$ cat src/common/ebus_pkg.sv
// shared types and constants for the external bus strobe control
package ebus_pkg;
   // ==========================================================
   // access description
   typedef enum logic [1:0] {SPACE_PROG, SPACE_DATA, SPACE_IO} space_t;
   typedef struct packed {
      space_t space;
      logic write;
      logic dma;
      logic [3:0] wait_states;
   } req_t;
   localparam int REQ_W = $bits(req_t);
   // ==========================================================
   // sequencer states
   typedef enum logic {ST_IDLE, ST_ACCESS} state_t;
   // ==========================================================
   // one driven pin: output value and enable
   typedef struct packed {
      logic o;
      logic oe;
   } pin_t;
   localparam pin_t PIN_RST = 2'b10;
   // ==========================================================
   // wait states from which the ready pin is sampled
   localparam logic [3:0] READY_MIN_WAITS = 4'h2;
   // extension per low ready sample, in cycles
   localparam int EXTEND_CYCLES = 1;
   // ==========================================================
   // synchronised pin inputs: bit positions and values at reset
   localparam int SYNC_W = 8;
   localparam int SYNC_STAGES = 3;
   localparam int IX_FLOAT = 0;
   localparam int IX_CONFIG = 1;
   localparam int IX_READY = 2;
   localparam int IX_PROG_SEL = 3;
   localparam int IX_DATA_SEL = 4;
   localparam int IX_RW = 5;
   localparam int IX_IO_SEL = 6;
   localparam int IX_IO_STROBE = 7;
   localparam logic [SYNC_W-1:0] SYNC_RST = 8'h3b;
   // config pin level that selects external memory mode
   localparam logic MODE_EXTERNAL = 1'b1;
   localparam logic MODE_RST = 1'b1;
endpackage : ebus_pkg

$ cat src/design/access_buffer.sv
// two-entry request buffer with registered output
`timescale 1ns/100ps
module access_buffer #(
   parameter int WIDTH = 8
) (
   // clock and reset
   input wire logic clk,
   input wire logic rst,
   // filling side
   input wire logic in_valid,
   output logic in_ready,
   input wire logic [WIDTH-1:0] in_data,
   // draining side
   output logic out_valid,
   input wire logic out_ready,
   output logic [WIDTH-1:0] out_data
);
   logic out_valid_reg, out_valid_next;
   logic skid_valid_reg, skid_valid_next;
   logic [WIDTH-1:0] out_data_reg, out_data_next;
   logic [WIDTH-1:0] skid_data_reg, skid_data_next;
   logic in_ready_reg;

   // ==========================================================
   // skid pair: second entry catches a word while drain stalls
   always_comb begin
      out_valid_next = out_valid_reg;
      out_data_next = out_data_reg;
      skid_valid_next = skid_valid_reg;
      skid_data_next = skid_data_reg;
      if (out_ready || !out_valid_reg) begin
         if (skid_valid_reg) begin
            out_valid_next = 1'b1;
            out_data_next = skid_data_reg;
            skid_valid_next = 1'b0;
         end else begin
            out_valid_next = in_valid;
            out_data_next = in_data;
         end
      end else if (in_valid && !skid_valid_reg) begin
         skid_valid_next = 1'b1;
         skid_data_next = in_data;
      end
   end

   // registers only
   always_ff @(posedge clk) begin
      if (rst) begin
         out_valid_reg <= 1'b0;
         skid_valid_reg <= 1'b0;
         out_data_reg <= '0;
         skid_data_reg <= '0;
         in_ready_reg <= 1'b1;
      end else begin
         out_valid_reg <= out_valid_next;
         skid_valid_reg <= skid_valid_next;
         out_data_reg <= out_data_next;
         skid_data_reg <= skid_data_next;
         in_ready_reg <= !skid_valid_next;
      end
   end

   // full once the skid entry holds a word; kept as a flop of its own
   // so the top-level ready output comes straight from a register
   assign in_ready = in_ready_reg;
   assign out_valid = out_valid_reg;
   assign out_data = out_data_reg;
endmodule : access_buffer

$ cat src/design/external_bus_strobe_control.sv
// external asynchronous bus strobe, select and pin-mux control
`timescale 1ns/100ps
module external_bus_strobe_control (
   // clock and reset
   input wire logic clk,
   input wire logic rst,
   // core request stream
   input wire logic req_valid,
   output logic req_ready,
   input wire ebus_pkg::req_t req_data,
   // completion
   output logic done_valid,
   output logic done_error,
   // mode and float pins
   input wire logic float_n_in,
   input wire logic port_config_select_in,
   // program select pin, host strobe one in host mode
   input wire logic program_space_select_n_in,
   output ebus_pkg::pin_t program_space_select_n_pin,
   // data select pin, host strobe two in host mode
   input wire logic data_space_select_n_in,
   output ebus_pkg::pin_t data_space_select_n_pin,
   // io select pin, second gp bit 3 in host mode
   input wire logic io_space_select_n_in,
   output ebus_pkg::pin_t io_space_select_n_pin,
   // io strobe pin, first gp bit 3 in host mode
   input wire logic io_strobe_n_in,
   output ebus_pkg::pin_t io_strobe_n_pin,
   // memory strobe pin
   output ebus_pkg::pin_t memory_strobe_n_pin,
   // ready pin, host-port ready output in host mode
   input wire logic ready_in,
   output ebus_pkg::pin_t ready_pin,
   // direction pin, host direction input in host mode
   input wire logic read_write_n_in,
   output ebus_pkg::pin_t read_write_n_pin,
   // host-port side
   input wire logic host_port_ready,
   output logic host_data_strobe_first_n,
   output logic host_data_strobe_second_n,
   output logic host_read_write_n,
   output logic host_port_mode,
   // first subsystem gp bit 3 and timer
   input wire logic first_subsystem_gp_bit3_out,
   input wire logic first_subsystem_gp_bit3_oe,
   input wire logic first_subsystem_timer_out,
   input wire logic first_subsystem_timer_sel,
   output logic first_subsystem_gp_bit3_in,
   // second subsystem gp bit 3 and timer
   input wire logic second_subsystem_gp_bit3_out,
   input wire logic second_subsystem_gp_bit3_oe,
   input wire logic second_subsystem_timer_out,
   input wire logic second_subsystem_timer_sel,
   output logic second_subsystem_gp_bit3_in
);
   // ==========================================================
   // select decode, active low, one bit per space
   function automatic logic [2:0] sel_for(input ebus_pkg::space_t s);
      logic [2:0] r;
      r = 3'h7;
      case (s)
         ebus_pkg::SPACE_PROG: r = 3'h6;
         ebus_pkg::SPACE_DATA: r = 3'h5;
         ebus_pkg::SPACE_IO: r = 3'h3;
         default: r = 3'h7;
      endcase
      return r;
   endfunction : sel_for

   // ==========================================================
   // pin synchronisers
   logic [ebus_pkg::SYNC_W-1:0] pins_raw;
   logic [ebus_pkg::SYNC_W-1:0] s1_reg, s2_reg, s3_reg;
   logic [ebus_pkg::SYNC_W-1:0] filt_reg, filt_next;

   assign pins_raw = {io_strobe_n_in, io_space_select_n_in,
                      read_write_n_in, data_space_select_n_in,
                      program_space_select_n_in, ready_in,
                      port_config_select_in, float_n_in};

   // a bit moves only once stages two and three agree
   always_comb begin
      filt_next = (s2_reg & ~(s2_reg ^ s3_reg)) |
                  (filt_reg & (s2_reg ^ s3_reg));
   end

   always_ff @(posedge clk) begin
      if (rst) begin
         s1_reg <= ebus_pkg::SYNC_RST;
         s2_reg <= ebus_pkg::SYNC_RST;
         s3_reg <= ebus_pkg::SYNC_RST;
         filt_reg <= ebus_pkg::SYNC_RST;
      end else begin
         s1_reg <= pins_raw;
         s2_reg <= s1_reg;
         s3_reg <= s2_reg;
         filt_reg <= filt_next;
      end
   end

   logic float_ok, cfg_ext, ready_ok;
   assign float_ok = filt_reg[ebus_pkg::IX_FLOAT];
   assign cfg_ext = filt_reg[ebus_pkg::IX_CONFIG]
                    == ebus_pkg::MODE_EXTERNAL;
   assign ready_ok = filt_reg[ebus_pkg::IX_READY];

   // ==========================================================
   // request buffer
   logic buf_valid, buf_ready;
   ebus_pkg::req_t buf_data;

   access_buffer #(
      .WIDTH(ebus_pkg::REQ_W)
   ) u_buf (
      .clk(clk),
      .rst(rst),
      .in_valid(req_valid),
      .in_ready(req_ready),
      .in_data(req_data),
      .out_valid(buf_valid),
      .out_ready(buf_ready),
      .out_data(buf_data)
   );

   // ==========================================================
   // access sequencer
   ebus_pkg::state_t state_reg, state_next;
   ebus_pkg::req_t cur_reg, cur_next;
   logic [3:0] cnt_reg, cnt_next;
   logic mode_reg, mode_next;
   logic done_reg, done_next;
   logic err_reg, err_next;
   logic take;

   // new work only when both the pending and the applied mode are external
   assign take = (state_reg == ebus_pkg::ST_IDLE) && buf_valid &&
                 mode_reg == ebus_pkg::MODE_EXTERNAL && cfg_ext;
   assign buf_ready = take;

   always_comb begin
      state_next = state_reg;
      cur_next = cur_reg;
      cnt_next = cnt_reg;
      mode_next = mode_reg;
      done_next = 1'b0;
      err_next = 1'b0;
      case (state_reg)
         ebus_pkg::ST_IDLE: begin
            // mode is applied between accesses only
            mode_next = cfg_ext;
            if (take) begin
               if (buf_data.dma &&
                   buf_data.space == ebus_pkg::SPACE_IO) begin
                  // dma never reaches external io space
                  done_next = 1'b1;
                  err_next = 1'b1;
               end else begin
                  state_next = ebus_pkg::ST_ACCESS;
                  cur_next = buf_data;
                  cnt_next = buf_data.wait_states;
               end
            end
         end
         ebus_pkg::ST_ACCESS: begin
            if (cnt_reg != 4'h0) begin
               cnt_next = cnt_reg - 4'h1;
            end else if (cur_reg.wait_states >=
                         ebus_pkg::READY_MIN_WAITS
                         && !ready_ok) begin
               // hold one more cycle, then look again
               cnt_next = 4'(ebus_pkg::EXTEND_CYCLES - 1);
            end else begin
               state_next = ebus_pkg::ST_IDLE;
               done_next = 1'b1;
            end
         end
         default: state_next = ebus_pkg::ST_IDLE;
      endcase
   end

   always_ff @(posedge clk) begin
      if (rst) begin
         state_reg <= ebus_pkg::ST_IDLE;
         cur_reg <= '0;
         cnt_reg <= 4'h0;
         mode_reg <= ebus_pkg::MODE_RST;
         done_reg <= 1'b0;
         err_reg <= 1'b0;
      end else begin
         state_reg <= state_next;
         cur_reg <= cur_next;
         cnt_reg <= cnt_next;
         mode_reg <= mode_next;
         done_reg <= done_next;
         err_reg <= err_next;
      end
   end

   assign done_valid = done_reg;
   assign done_error = err_reg;

   // ==========================================================
   // pin drive, computed from the next state so pins are flops
   ebus_pkg::pin_t ps_next, ds_next, is_next, ios_next;
   ebus_pkg::pin_t ms_next, rdy_next, rw_next;
   ebus_pkg::pin_t ps_reg, ds_reg, is_reg, ios_reg;
   ebus_pkg::pin_t ms_reg, rdy_reg, rw_reg;
   logic [2:0] sel_n;
   logic act, ext;

   always_comb begin
      act = state_next == ebus_pkg::ST_ACCESS;
      ext = mode_next == ebus_pkg::MODE_EXTERNAL;
      // one space bit at a time
      sel_n = act ? sel_for(cur_next.space) : 3'h7;
      ps_next.o = sel_n[0];
      ds_next.o = sel_n[1];
      is_next.o = sel_n[2];
      ms_next.o = !(act && ext &&
                    cur_next.space != ebus_pkg::SPACE_IO);
      ios_next.o = !(act && !cur_next.dma &&
                     cur_next.space == ebus_pkg::SPACE_IO);
      rw_next.o = !(act && cur_next.write);
      rdy_next.o = host_port_ready;
      ps_next.oe = ext;
      ds_next.oe = ext;
      is_next.oe = ext;
      ios_next.oe = ext;
      ms_next.oe = ext;
      rw_next.oe = ext;
      rdy_next.oe = !ext;
      if (!ext) begin
         // gp bit 3 pins, timer output when selected
         is_next.o = second_subsystem_timer_sel ?
                     second_subsystem_timer_out :
                     second_subsystem_gp_bit3_out;
         is_next.oe = second_subsystem_timer_sel ||
                      second_subsystem_gp_bit3_oe;
         ios_next.o = first_subsystem_timer_sel ?
                      first_subsystem_timer_out :
                      first_subsystem_gp_bit3_out;
         ios_next.oe = first_subsystem_timer_sel ||
                       first_subsystem_gp_bit3_oe;
      end
      if (!float_ok) begin
         // global float wins over every mode
         ps_next.oe = 1'b0;
         ds_next.oe = 1'b0;
         is_next.oe = 1'b0;
         ios_next.oe = 1'b0;
         ms_next.oe = 1'b0;
         rw_next.oe = 1'b0;
         rdy_next.oe = 1'b0;
      end
   end

   always_ff @(posedge clk) begin
      if (rst) begin
         ps_reg <= ebus_pkg::PIN_RST;
         ds_reg <= ebus_pkg::PIN_RST;
         is_reg <= ebus_pkg::PIN_RST;
         ios_reg <= ebus_pkg::PIN_RST;
         ms_reg <= ebus_pkg::PIN_RST;
         rdy_reg <= ebus_pkg::PIN_RST;
         rw_reg <= ebus_pkg::PIN_RST;
      end else begin
         ps_reg <= ps_next;
         ds_reg <= ds_next;
         is_reg <= is_next;
         ios_reg <= ios_next;
         ms_reg <= ms_next;
         rdy_reg <= rdy_next;
         rw_reg <= rw_next;
      end
   end

   assign program_space_select_n_pin = ps_reg;
   assign data_space_select_n_pin = ds_reg;
   assign io_space_select_n_pin = is_reg;
   assign io_strobe_n_pin = ios_reg;
   assign memory_strobe_n_pin = ms_reg;
   assign ready_pin = rdy_reg;
   assign read_write_n_pin = rw_reg;

   // ==========================================================
   // host-side views of the shared pins, all filtered flops
   assign host_data_strobe_first_n = filt_reg[ebus_pkg::IX_PROG_SEL];
   assign host_data_strobe_second_n = filt_reg[ebus_pkg::IX_DATA_SEL];
   assign host_read_write_n = filt_reg[ebus_pkg::IX_RW];
   assign first_subsystem_gp_bit3_in = filt_reg[ebus_pkg::IX_IO_STROBE];
   assign second_subsystem_gp_bit3_in = filt_reg[ebus_pkg::IX_IO_SEL];
   // inverted copy of the applied mode, kept as its own flop
   logic host_mode_reg;
   always_ff @(posedge clk) begin
      if (rst) begin
         host_mode_reg <= 1'b0;
      end else begin
         host_mode_reg <= !mode_next;
      end
   end
   assign host_port_mode = host_mode_reg;

   // ==========================================================
   // checks
   a_prog_select: assert property (@(posedge clk) disable iff (rst)
      state_reg == ebus_pkg::ST_ACCESS &&
      cur_reg.space == ebus_pkg::SPACE_PROG |-> !ps_reg.o)
      else $error("program select not low in program access");
   a_data_select: assert property (@(posedge clk) disable iff (rst)
      state_reg == ebus_pkg::ST_ACCESS &&
      cur_reg.space == ebus_pkg::SPACE_DATA |-> !ds_reg.o)
      else $error("data select not low in data access");
   a_io_select: assert property (@(posedge clk) disable iff (rst)
      state_reg == ebus_pkg::ST_ACCESS &&
      cur_reg.space == ebus_pkg::SPACE_IO |-> !is_reg.o && !ios_reg.o)
      else $error("io select or strobe not low in io access");
   a_float_release: assert property (@(posedge clk) disable iff (rst)
      !float_ok |=> !(ps_reg.oe | ds_reg.oe | is_reg.oe | ios_reg.oe |
                      ms_reg.oe | rw_reg.oe))
      else $error("pin driven while floated");
   a_memory_strobe_n_mode: assert property (@(posedge clk) disable iff (rst)
      !ms_reg.o |-> mode_reg && state_reg == ebus_pkg::ST_ACCESS &&
                   cur_reg.space != ebus_pkg::SPACE_IO)
      else $error("memory strobe outside memory-mode access");
   a_ready_extend: assert property (@(posedge clk) disable iff (rst)
      state_reg == ebus_pkg::ST_ACCESS && cnt_reg == 4'h0 &&
      cur_reg.wait_states >= 4'h2 && !ready_ok
      |=> state_reg == ebus_pkg::ST_ACCESS && !done_reg)
      else $error("access ended with ready low");
   a_ready_ignore: assert property (@(posedge clk) disable iff (rst)
      state_reg == ebus_pkg::ST_ACCESS && cnt_reg == 4'h0 &&
      cur_reg.wait_states < 4'h2 |=> done_reg ##1 (!done_reg || err_reg))
      else $error("short access did not end on time");
   a_rw_write: assert property (@(posedge clk) disable iff (rst)
      !rw_reg.o |-> state_reg == ebus_pkg::ST_ACCESS && cur_reg.write)
      else $error("direction low outside a write");
   a_dma_no_io: assert property (@(posedge clk) disable iff (rst)
      take && buf_data.dma && buf_data.space == ebus_pkg::SPACE_IO
      |=> done_reg && err_reg && state_reg == ebus_pkg::ST_IDLE)
      else $error("dma reached io space");
   a_host_pins: assert property (@(posedge clk) disable iff (rst)
      !mode_reg |-> !ps_reg.oe && !ds_reg.oe && !rw_reg.oe &&
                    rdy_reg.oe == float_ok && $past(float_ok) == float_ok
                    || !mode_reg && float_ok != $past(float_ok))
      else $error("host mode pin roles wrong");
   a_one_select: assert property (@(posedge clk) disable iff (rst)
      $onehot0(~{ps_reg.o, ds_reg.o, is_reg.o}) || !mode_reg)
      else $error("two space selects active");
   a_mode_hold: assert property (@(posedge clk) disable iff (rst)
      state_reg == ebus_pkg::ST_ACCESS |=> $stable(mode_reg))
      else $error("mode changed during access");
endmodule : external_bus_strobe_control

$ cat config.mk
export PLATFORM = sky130hd
export DESIGN_NAME = external_bus_strobe_control
export DESIGN_NICKNAME = d
export VERILOG_FILES = /design/src/common/ebus_pkg.sv /design/src/design/access_buffer.sv /design/src/design/external_bus_strobe_control.sv
export SDC_FILE = /design/constraint.sdc
export NUM_CORES = 1
export LEC_CHECK = 0
export ABC_AREA = 1
export BUFFER_PORTS_ARGS = -buffer_cell sky130_fd_sc_hd__buf_2
export CAP_MARGIN = 20
export CORE_UTILIZATION = 55
export CTS_CLUSTER_SIZE = 28
export DETAILED_ROUTE_END_ITERATION = 8
export PLACE_DENSITY = 0.81
export SLEW_MARGIN = 25
export SYNTH_ARGS = -nofsm -noshare
export SYNTH_HDL_FRONTEND = slang
export SYNTH_HIERARCHICAL = 1
export SYNTH_SLANG_ARGS = --single-unit
export TNS_END_PERCENT = 20
$ cat constraint.sdc
create_clock -name clk -period 2.3 [get_ports clk]
set_clock_uncertainty 0.1 [all_clocks]
set_input_delay 0.46 -clock clk [delete_from_list [all_inputs] [get_ports clk]]
set_output_delay 0.46 -clock clk [all_outputs]
set_load 0.03 [all_outputs]
==> flow_summary_export.csv, run 1 <==
group,metric,value,unit
synthesis,syn_avg_cell_area,8.313,sq um
synthesis,syn-num-nets,379,
floorplanning,fp.dieW,74.84,microns
setup_path,worst_ep_arrival_time,1.76,ns
global_route,first_global_vias,1893,
setup_path,cp.required,2.44,ns
sta,slew_headroom,0.5529,
floorplanning,start_util,0.5713,
setup_path,cpMaxStageDelayCell,"dfxtp_1",
sta,min_period,1.621,ns
pwr,finalPower,3004,uW
cells_and_area,nNetsFinal,429,
hold_path,min_from,"host_port_ready",
drt,ant_nets,0,
synthesis,synth_ff_type,"dfxtp_1",
global_route,grt_first_pass_wirelength,7928,microns
synthesis,ys_types,31,
flow_run,drv_cap,0,
clocking,clk_pin_slew,0.07,ns
sta,tns,0,ns
placement,gp_routability_congestion,0.7843,
cells_and_area,drive_gt1_frac,0.2586,
synthesis,synth.area.top_cells,"dfxtp_1 (54%), nor2_1 (8.1%), nand2_1 (5.9%), inv_1 (5.0%), o21ai_0 (3.8%)",
clocking,cts_sinks,78,
synthesis,synthDominantCellAreaShare,0.5352,
clocking,root_buffer,"clkbuf_8",
clocking,post_cts_buffers,0,
global_route,grt_overflow,0,
drt,via_per_inst,4.763,
drt,dr.pass1.iters,4,
global_route,grt.total_usage,0.1915,
floorplanning,coreArea,0.005107,sq mm
hold_path,holdPathEnd,"ready_pin[1]",
setup_path,rr_startpoint,"state_reg",
pwr,irDropWorstVdd,0.0005311,V
drt,drtIter0Drc,81,
sta,fmax,617.1,MHz
synthesis,syn_area,0.002918,sq mm
global_route,antenna_found_initial,0,
setup_path,start_kind,"register",
hold_path,hold_class,"input port to register",
clocking,hold_buffers,0,
setup_path,reg2reg_slack,0.68,ns
clocking,cts_resized,0,
synthesis,yosys_warnings,6,
sta,tightest_slew,0.6697,ns
clocking,clk_latency,0.34,ns
synthesis,yosysSeqAreaShare,0.5352,
synthesis,synth-edff-count,0,
pwr,p_leak,0.001520,uW
sta,finalHoldViolations,0,
cells_and_area,area_growth,16.21,%
synthesis,postSynthCellCount,351,
clocking,cts_buffer_depth,2,
setup_path,cpPeakStageDelay,0.39,ns
floorplanning,dieArea,0.005600,sq mm
setup_path,r2r.worst_path.cells,10,
setup_path,path_delay_family,"simple AND/OR/NAND/NOR gates",
drt,vias,2267,
synthesis,ys_seq_elements,78,
global_route,grt_start_max_net_pins,28,
synthesis,synthArstFlopShare,0,
setup_path,path_buf_inv,2,
synthesis,synth_common_cells,"dfxtp_1 (78), nor2_1 (63), nand2_1 (46)",
sta,drv_slew,0,
sta,finalSetupViolations,0,
placement,portBuffers,50,
hold_path,hold_depth,2,
drt,wl,5066,microns
clocking,ctsHtreeMaxLevel,3,
status,status,"completed",
cells_and_area,n_antenna_cell,0,
floorplanning,core.rowCount,26,
drt,drc,0,
setup_path,crit_top_cell,"nand2_2",
placement,preCtsSetupSlack,0.5933,ns
drt,wl_per_cell,10.64,microns
setup_path,path_class,"register to register",
setup_path,r2r_end,"io_strobe_n_pin[1]",
placement,hpwl,3564,microns
synthesis,yosysMostFrequentCell,"dfxtp_1",
setup_path,crit_fanout,8,
clocking,cts_tree,"yes",
sta,fin_ws,0.6794,ns
pwr,p_per_area,886.0,mW/mm^2
setup_path,worstPathCellList,"inv_4, nand2_4, nor2_8, nand2_8, nand2_2, nand2_2, nor2_1, nand3_1, nand2_1, inv_1",
synthesis,yosysTopAreaCell,"dfxtp_1",
sta,fin_crit_sh,0.7046,
setup_path,end_kind,"register",
floorplanning,die_h,74.84,microns
floorplanning,ios,51,
sta,rsz0062_at_grt,"no",
clocking,cts_made_buffers,9,
## layer usage
metal	up-vias	track usage	part of all wire
li1	1191	-	-
met1	1012	0.2220	0.46
met2	57	0.3203	0.48
met3	7	0.06827	0.046
met4	0	0.08176	0.012
met5	-	0	0
## power by group
part / internal, uW / switching [uW]
combinational: 144 / 285
clock: 638 / 446
sequential: 1440 / 51.8
## final cells by class
| cell class | instances | area (sq um) |
|---|---|---|
| Inverter | 43 | 168.9 |
| Timing Repair Buffer | 51 | 257.7 |
| Tap cell | 70 | 87.58 |
| Clock buffer | 12 | 145.1 |
| Sequential cell | 78 | 1562 |
| Multi-Input combinational cell | 218 | 1100 |
| Clock inverter | 4 | 70.07 |
| Fill cell | 432 | 1717 |
## worst register-to-register path, stage by stage (launching register included)
cell     delay (ns)
dfxtp_1        0.39
inv_4          0.15
nand2_4        0.08
nor2_8         0.17
nand2_8        0.10
nand2_2        0.09
nand2_2        0.07
nor2_1         0.15
nand3_1        0.10
nand2_1        0.09
inv_1          0.04
## placed cells by master (no fill, tap or decap), types with 2 or more instances in the layout
cell type,n
o31ai_1,3
inv_1,39
clkbuf_8,10
nor2_1,63
clkinv_2,2
nand3_1,15
nor2_4,4
buf_2,50
or2_2,16
bufinv_16,2
clkbuf_1,2
o21ai_1,10
nand2_4,4
nand2_1,46
nand2_2,5
inv_2,2
dfxtp_1,78
a21oi_1,17
o21ai_0,22
a21oi_2,2
nor2_2,2
## logic make-up after synthesis
logic type,Yosys count,synth area share
muxes,1,0.003431
and+or+nand+nor,160,0.2680
AOI/OAI and AO/OA,57,0.1055
buffers and inverters,55,0.08791
DFF,78,0.5352
## metrics by stage
| stage | cell area, sq um | std cells | utilization | hold slack [ns] |
|---|---|---|---|---|
| finish | 3391 | 476 | 0.6639 | 0.1945 |
| detailed placement | 3176 | 460 | 0.6218 | 0.2936 |
| global route | 3391 | 476 | 0.6639 | 0.1878 |
| floorplan | 2918 | 351 | - | 0.2883 |
| global placement | 3176 | 460 | 0.6218 | 0.2932 |
| CTS | 3391 | 476 | 0.6639 | 0.1824 |
## worst max-delay path by stage
stage	slack (ns)	endpoint	start	cells past startpoint
6_report	0.68	io_strobe_n_pin[1]	state_reg	10
5_1_grt	0.56	io_strobe_n_pin[1]	state_reg	10
4_1_cts	0.67	io_strobe_n_pin[1]	state_reg	10
3_5_place_dp	0.59	io_strobe_n_pin[1]	rst	7
3_3_place_gp	0.64	io_strobe_n_pin[1]	rst	7
2_1_floorplan	0.90	data_space_select_n_pin[1]	state_reg	10
Power figures use the tool's default switching activity.
==> run 2, diff against run 1 <==
CORE_UTILIZATION = 54   (was 55)
PLACE_DENSITY = 0.79   (was 0.81)
clock period = 1.6 ns   (was 2.3 ns; I/O delays follow)
==> run 2 against run 1 <==
Power grew 50%. Sequential cell count is the same. Worst hold slack lost 0.14 ns. Global-route usage grew 0.93 points. First-iteration DRC count grew 36%. Fmax grew 9.5%. Highest routed layer unchanged.
==> flow_summary_export.csv, run 2 (synthesis results as in run 1) <==
group,metric,value,unit
global_route,grt_first_pass_wirelength,8452,microns
placement,hpwl,3673,microns
cells_and_area,final_common_cell,"dfxtp_1",
floorplanning,dieArea,0.005701,sq mm
sta,rsz0062_at_grt,"yes",
clocking,cts_tree,"yes",
floorplanning,core.rowCount,26,
pwr,p_leak,0.001554,uW
drt,drc,0,
floorplanning,fp.dieW,75.51,microns
placement,placed_area,0.003213,sq mm
setup_path,crit_path_start,"state_reg",
sta,drv_slew,0,
flow_run,drv_cap,0,
sta,finalSetupViolations,0,
setup_path,worst_ep_arrival_time,1.63,ns
pwr,finalPower,4502,uW
placement,portBuffers,50,
cells_and_area,final_cell_mix,"dfxtp_1 (77), nor2_1 (63), buf_2 (50)",
hold_path,hold_class,"input port to register",
cells_and_area,n_antenna_cell,0,
clocking,root_buffer,"clkbuf_8",
sta,tns,0,ns
cells_and_area,nNetsFinal,434,
drt,wl_per_cell,10.79,microns
floorplanning,coreArea,0.005140,sq mm
cells_and_area,finish.instance_area,0.003453,sq mm
clocking,cts_sinks,78,
clocking,clk_pin_slew,0.08,ns
clocking,clk_latency,0.34,ns
setup_path,rr_startpoint,"state_reg",
status,status,"completed",
clocking,cts_made_buffers,9,
floorplanning,start_util,0.5677,
global_route,first_global_vias,1989,
pwr,irDropWorstVdd,0.0009620,V
drt,ant_nets,0,
clocking,cts_buffer_depth,2,
setup_path,crit_fanout,8,
sta,fmax,675.9,MHz
clocking,ctsHtreeMaxLevel,3,
global_route,grt_overflow,0,
clocking,post_cts_buffers,0,
sta,slew_headroom,0.7009,
floorplanning,die_h,75.51,microns
sta,min_period,1.479,ns
setup_path,path_class,"register to register",
cells_and_area,drive_gt1_frac,0.2732,
drt,via_per_inst,4.713,
setup_path,cp.required,1.75,ns
placement,gp_routability_congestion,0.8509,
global_route,grt_start_max_net_pins,22,
drt,drtIter0Drc,110,
global_route,antenna_found_initial,0,
cells_and_area,finish.utilization,0.6719,
global_route,grt.total_usage,0.2007,
drt,vias,2262,
floorplanning,ios,51,
cells_and_area,area_growth,18.35,%
setup_path,end_kind,"register",
sta,fin_crit_sh,0.9246,
drt,wl,5177,microns
pwr,p_per_area,1304,mW/mm^2
hold_path,min_from,"read_write_n_in",
sta,finalHoldViolations,0,
drt,dr.pass1.iters,4,
setup_path,start_kind,"register",
sta,tightest_slew,0.4481,ns
## run 2: final timing paths
path	endpoint	slack (ns)	cells after the start
worst max register to register	io_strobe_n_pin[1]	0.12	10
worst max-delay path	io_strobe_n_pin[1]	0.12	10
worst min-delay path	s1_reg[5]	0.05	2
worst min register to register	s2_reg[3]	0.31	1
## run 2: area by class of cell
cell class,count,area [sq um]
multi-input cells,218,1102
well taps,70,87.58
clock buffers,11,141.4
repair buffers,56,295.3
inverters,43,168.9
clock inverters,4,95.09
fillers,456,1687
flip-flops and latches,78,1563
## run 2: stage by stage
step	hold slack, ns	setup WS [ns]	instances
final	0.05015	0.1206	480
after global routing	0.03639	-0.001198	480
after CTS	0.04076	0.03158	480
after detailed placement	0.2936	0.05012	465
after global placement	0.2906	0.08878	465
after floorplan	0.2883	0.1996	351
## run 2: power breakdown
group	internal [uW]	leakage (uW)	switching, uW
Sequential	2070	0.000642	69.1
Clock	1070	0.000119	653
Combinational	222	0.000793	419
## run 2: worst max-delay path, cell delays in order (launching register included)
cell and delay [ns]:
dfxtp_2 0.36, inv_4 0.11, nand2_4 0.08, nor2_8 0.16, nand2_8 0.09, nand2_2 0.09, nand2_2 0.06, nor2_1 0.14
nand3_1 0.09, nand2_1 0.07, inv_1 0.03
## run 2: what timing repair did
item | in CTS | in global routing
setup endpoints to repair | 0 | 14
gates resized for setup | 0 | 2
hold buffers | 0 | 0
## run 2: per-layer routing
metal	GRT usage	up-vias	wire (microns)
met4	0.06584	0	55
met3	0.08862	7	301
met5	0	-	0
li1	-	1200	-
met1	0.2460	989	2513
met2	0.3175	66	2308
==> run 3, diff against run 2 <==
clock period = 1.53 ns   (was 1.6 ns; I/O delays follow)
==> run 3 against run 2 <==
Sequential cell count is the same. First-iteration DRC count is the same. Register-to-register slack lost 0.07 ns. Combinational power grew 13%. Utilization grew 0.34 points. Fmax is essentially flat. Critical path depth is the same. Power shrank 1.5%. Critical endpoint is now program_space_select_n_pin[1].
==> flow_summary_export.csv, run 3 (synthesis results as in run 1) <==
group,metric,value,unit
hold_path,hold_class,"input port to register",
hold_path,hold_depth,2,
drt,dr.pass1.iters,4,
drt,wl_per_cell,11.20,microns
drt,ant_nets,0,
pwr,p_switching,1223,uW
cells_and_area,final_cell_mix,"dfxtp_1 (76), nor2_1 (61), buf_2 (50)",
global_route,grt_first_pass_wirelength,8514,microns
drt,drtIter0Drc,110,
pwr,power_frac_seq,0.505,
floorplanning,fp.dieW,75.51,microns
flow_run,drv_cap,0,
status,status,"completed",
setup_path,reg2reg_slack,0.05,ns
pwr,pwr-share-clk,0.332,
setup_path,start_kind,"register",
pwr,irDropWorstVdd,0.0006408,V
drt,wl,5431,microns
pwr,comb_power_share,0.163,
sta,tightest_slew,0.4338,ns
floorplanning,coreArea,0.005140,sq mm
drt,drc,0,
cells_and_area,num-fill-cells,459,
clocking,root_buffer,"clkbuf_8",
pwr,p_leak,0.001558,uW
clocking,hold_buffers,0,
sta,drv_slew,0,
placement,portBuffers,50,
sta,min_period,1.478,ns
clocking,clk_latency,0.34,ns
floorplanning,start_util,0.5677,
placement,gp_routability_congestion,0.8063,
setup_path,path_class,"register to register",
clocking,cts_sinks,78,
clocking,clk_pin_slew,0.07,ns
clocking,cts_made_buffers,9,
cells_and_area,drive_gt1_frac,0.2940,
drt,via_per_inst,4.736,
drt,vias,2297,
sta,rsz0062_at_grt,"yes",
setup_path,worst_ep_arrival_time,1.60,ns
global_route,first_global_vias,2002,
floorplanning,die_h,75.51,microns
sta,whs,0.04096,ns
cells_and_area,nNetsFinal,439,
setup_path,end_kind,"register",
sta,fmax,676.5,MHz
global_route,grt_overflow,0,
setup_path,crit_fanout,7,
placement,hpwl,3876,microns
clocking,ctsHtreeMaxLevel,3,
global_route,grt_start_max_net_pins,18,
cells_and_area,n_antenna_cell,0,
cells_and_area,multiInputGateArea,0.001124,sq mm
clocking,cts_tree,"yes",
setup_path,cp.required,1.65,ns
global_route,antenna_found_initial,0,
pwr,swShare,0.2757,
global_route,grt.total_usage,0.2048,
cells_and_area,area_growth,18.95,%
sta,slew_headroom,0.7105,
cells_and_area,final_common_cell,"dfxtp_1",
placement,placed_area,0.003236,sq mm
pwr,p_per_area,1278,mW/mm^2
sta,fin_ws,0.05176,ns
floorplanning,ios,51,
sta,finalSetupViolations,0,
cells_and_area,finish.instance_area,0.003471,sq mm
sta,finalHoldViolations,0,
sta,fin_crit_sh,0.9662,
clocking,cts_buffer_depth,2,
cells_and_area,seq_area,0.001567,sq mm
pwr,intPower,3212,uW
cells_and_area,finish.utilization,0.6753,
floorplanning,dieArea,0.005701,sq mm
floorplanning,core.rowCount,26,
setup_path,r2r.worst_path.cells,10,
placement,preCtsSetupSlack,-0.003080,ns
==> run 3: power by group through the flow <==
| stage | clock, uW | sequential [uW] | combinational (uW) |
|---|---|---|---|
| finish | 1470 | 2240 | 725 |
| global route | 1590 | 2250 | 805 |
| CTS | 1500 | 2240 | 685 |
| detailed placement | 0 | 2280 | 680 |
| global placement | 0 | 2280 | 669 |
| floorplan | 0 | 2330 | 461 |
==> run 3: per-stage QoR <==
step	power, uW	std cells	setup TNS (ns)
2_1_floorplan	2787	351	0
6_report	4435	485	0
3_5_place_dp	2963	468	-0.003080
3_3_place_gp	2947	468	0
4_1_cts	4427	483	0
5_1_grt	4646	485	-0.007684
==> run 3: path summary, 6_finish.rpt <==
kind                         startpoint                       endpoint
setup / recovery              state_reg  program_space_select_n_pin[1]
hold / removal    port_config_select_in                      s1_reg[1]
setup reg to reg              state_reg  program_space_select_n_pin[1]
hold reg to reg               s1_reg[2]                      s2_reg[2]
==> run 3: cell type report <==
type                       count  share of cell area
timing repair buffer          61             0.09589
tap                           70             0.02523
clock inverter                 4             0.01370
multi-input combinational    218              0.3237
clock buffer                  11             0.04074
sequential                    78              0.4513
inverter                      43             0.04939
==> run 3: timing repair <==
action | CTS | global route
gates resized for setup | 1 | 10
pin swaps | 0 | 2
setup endpoints to repair | 2 | 6
buffers inserted | 0 | 2
gates cloned | 0 | 0
==> run 3: critical path: stages (launching register included) <==
cell and delay, ns:
dfxtp_4 0.36, inv_4 0.07, nand2_4 0.07, nor2_8 0.19, nand2_8 0.09, nand2_4 0.09
nand2_8 0.08, inv_8 0.08, nand2_4 0.04, a21oi_2 0.11, nand2_1 0.08
==> run 3: routing by layer <==
layer  vias to the layer above  global-route usage  part of all wire
li1                       1212                   -                 -
met1                      1026              0.2423              0.46
met2                        50              0.3393              0.48
met3                         9             0.04762             0.036
met4                         0              0.1235             0.021
met5                         -                   0                 0
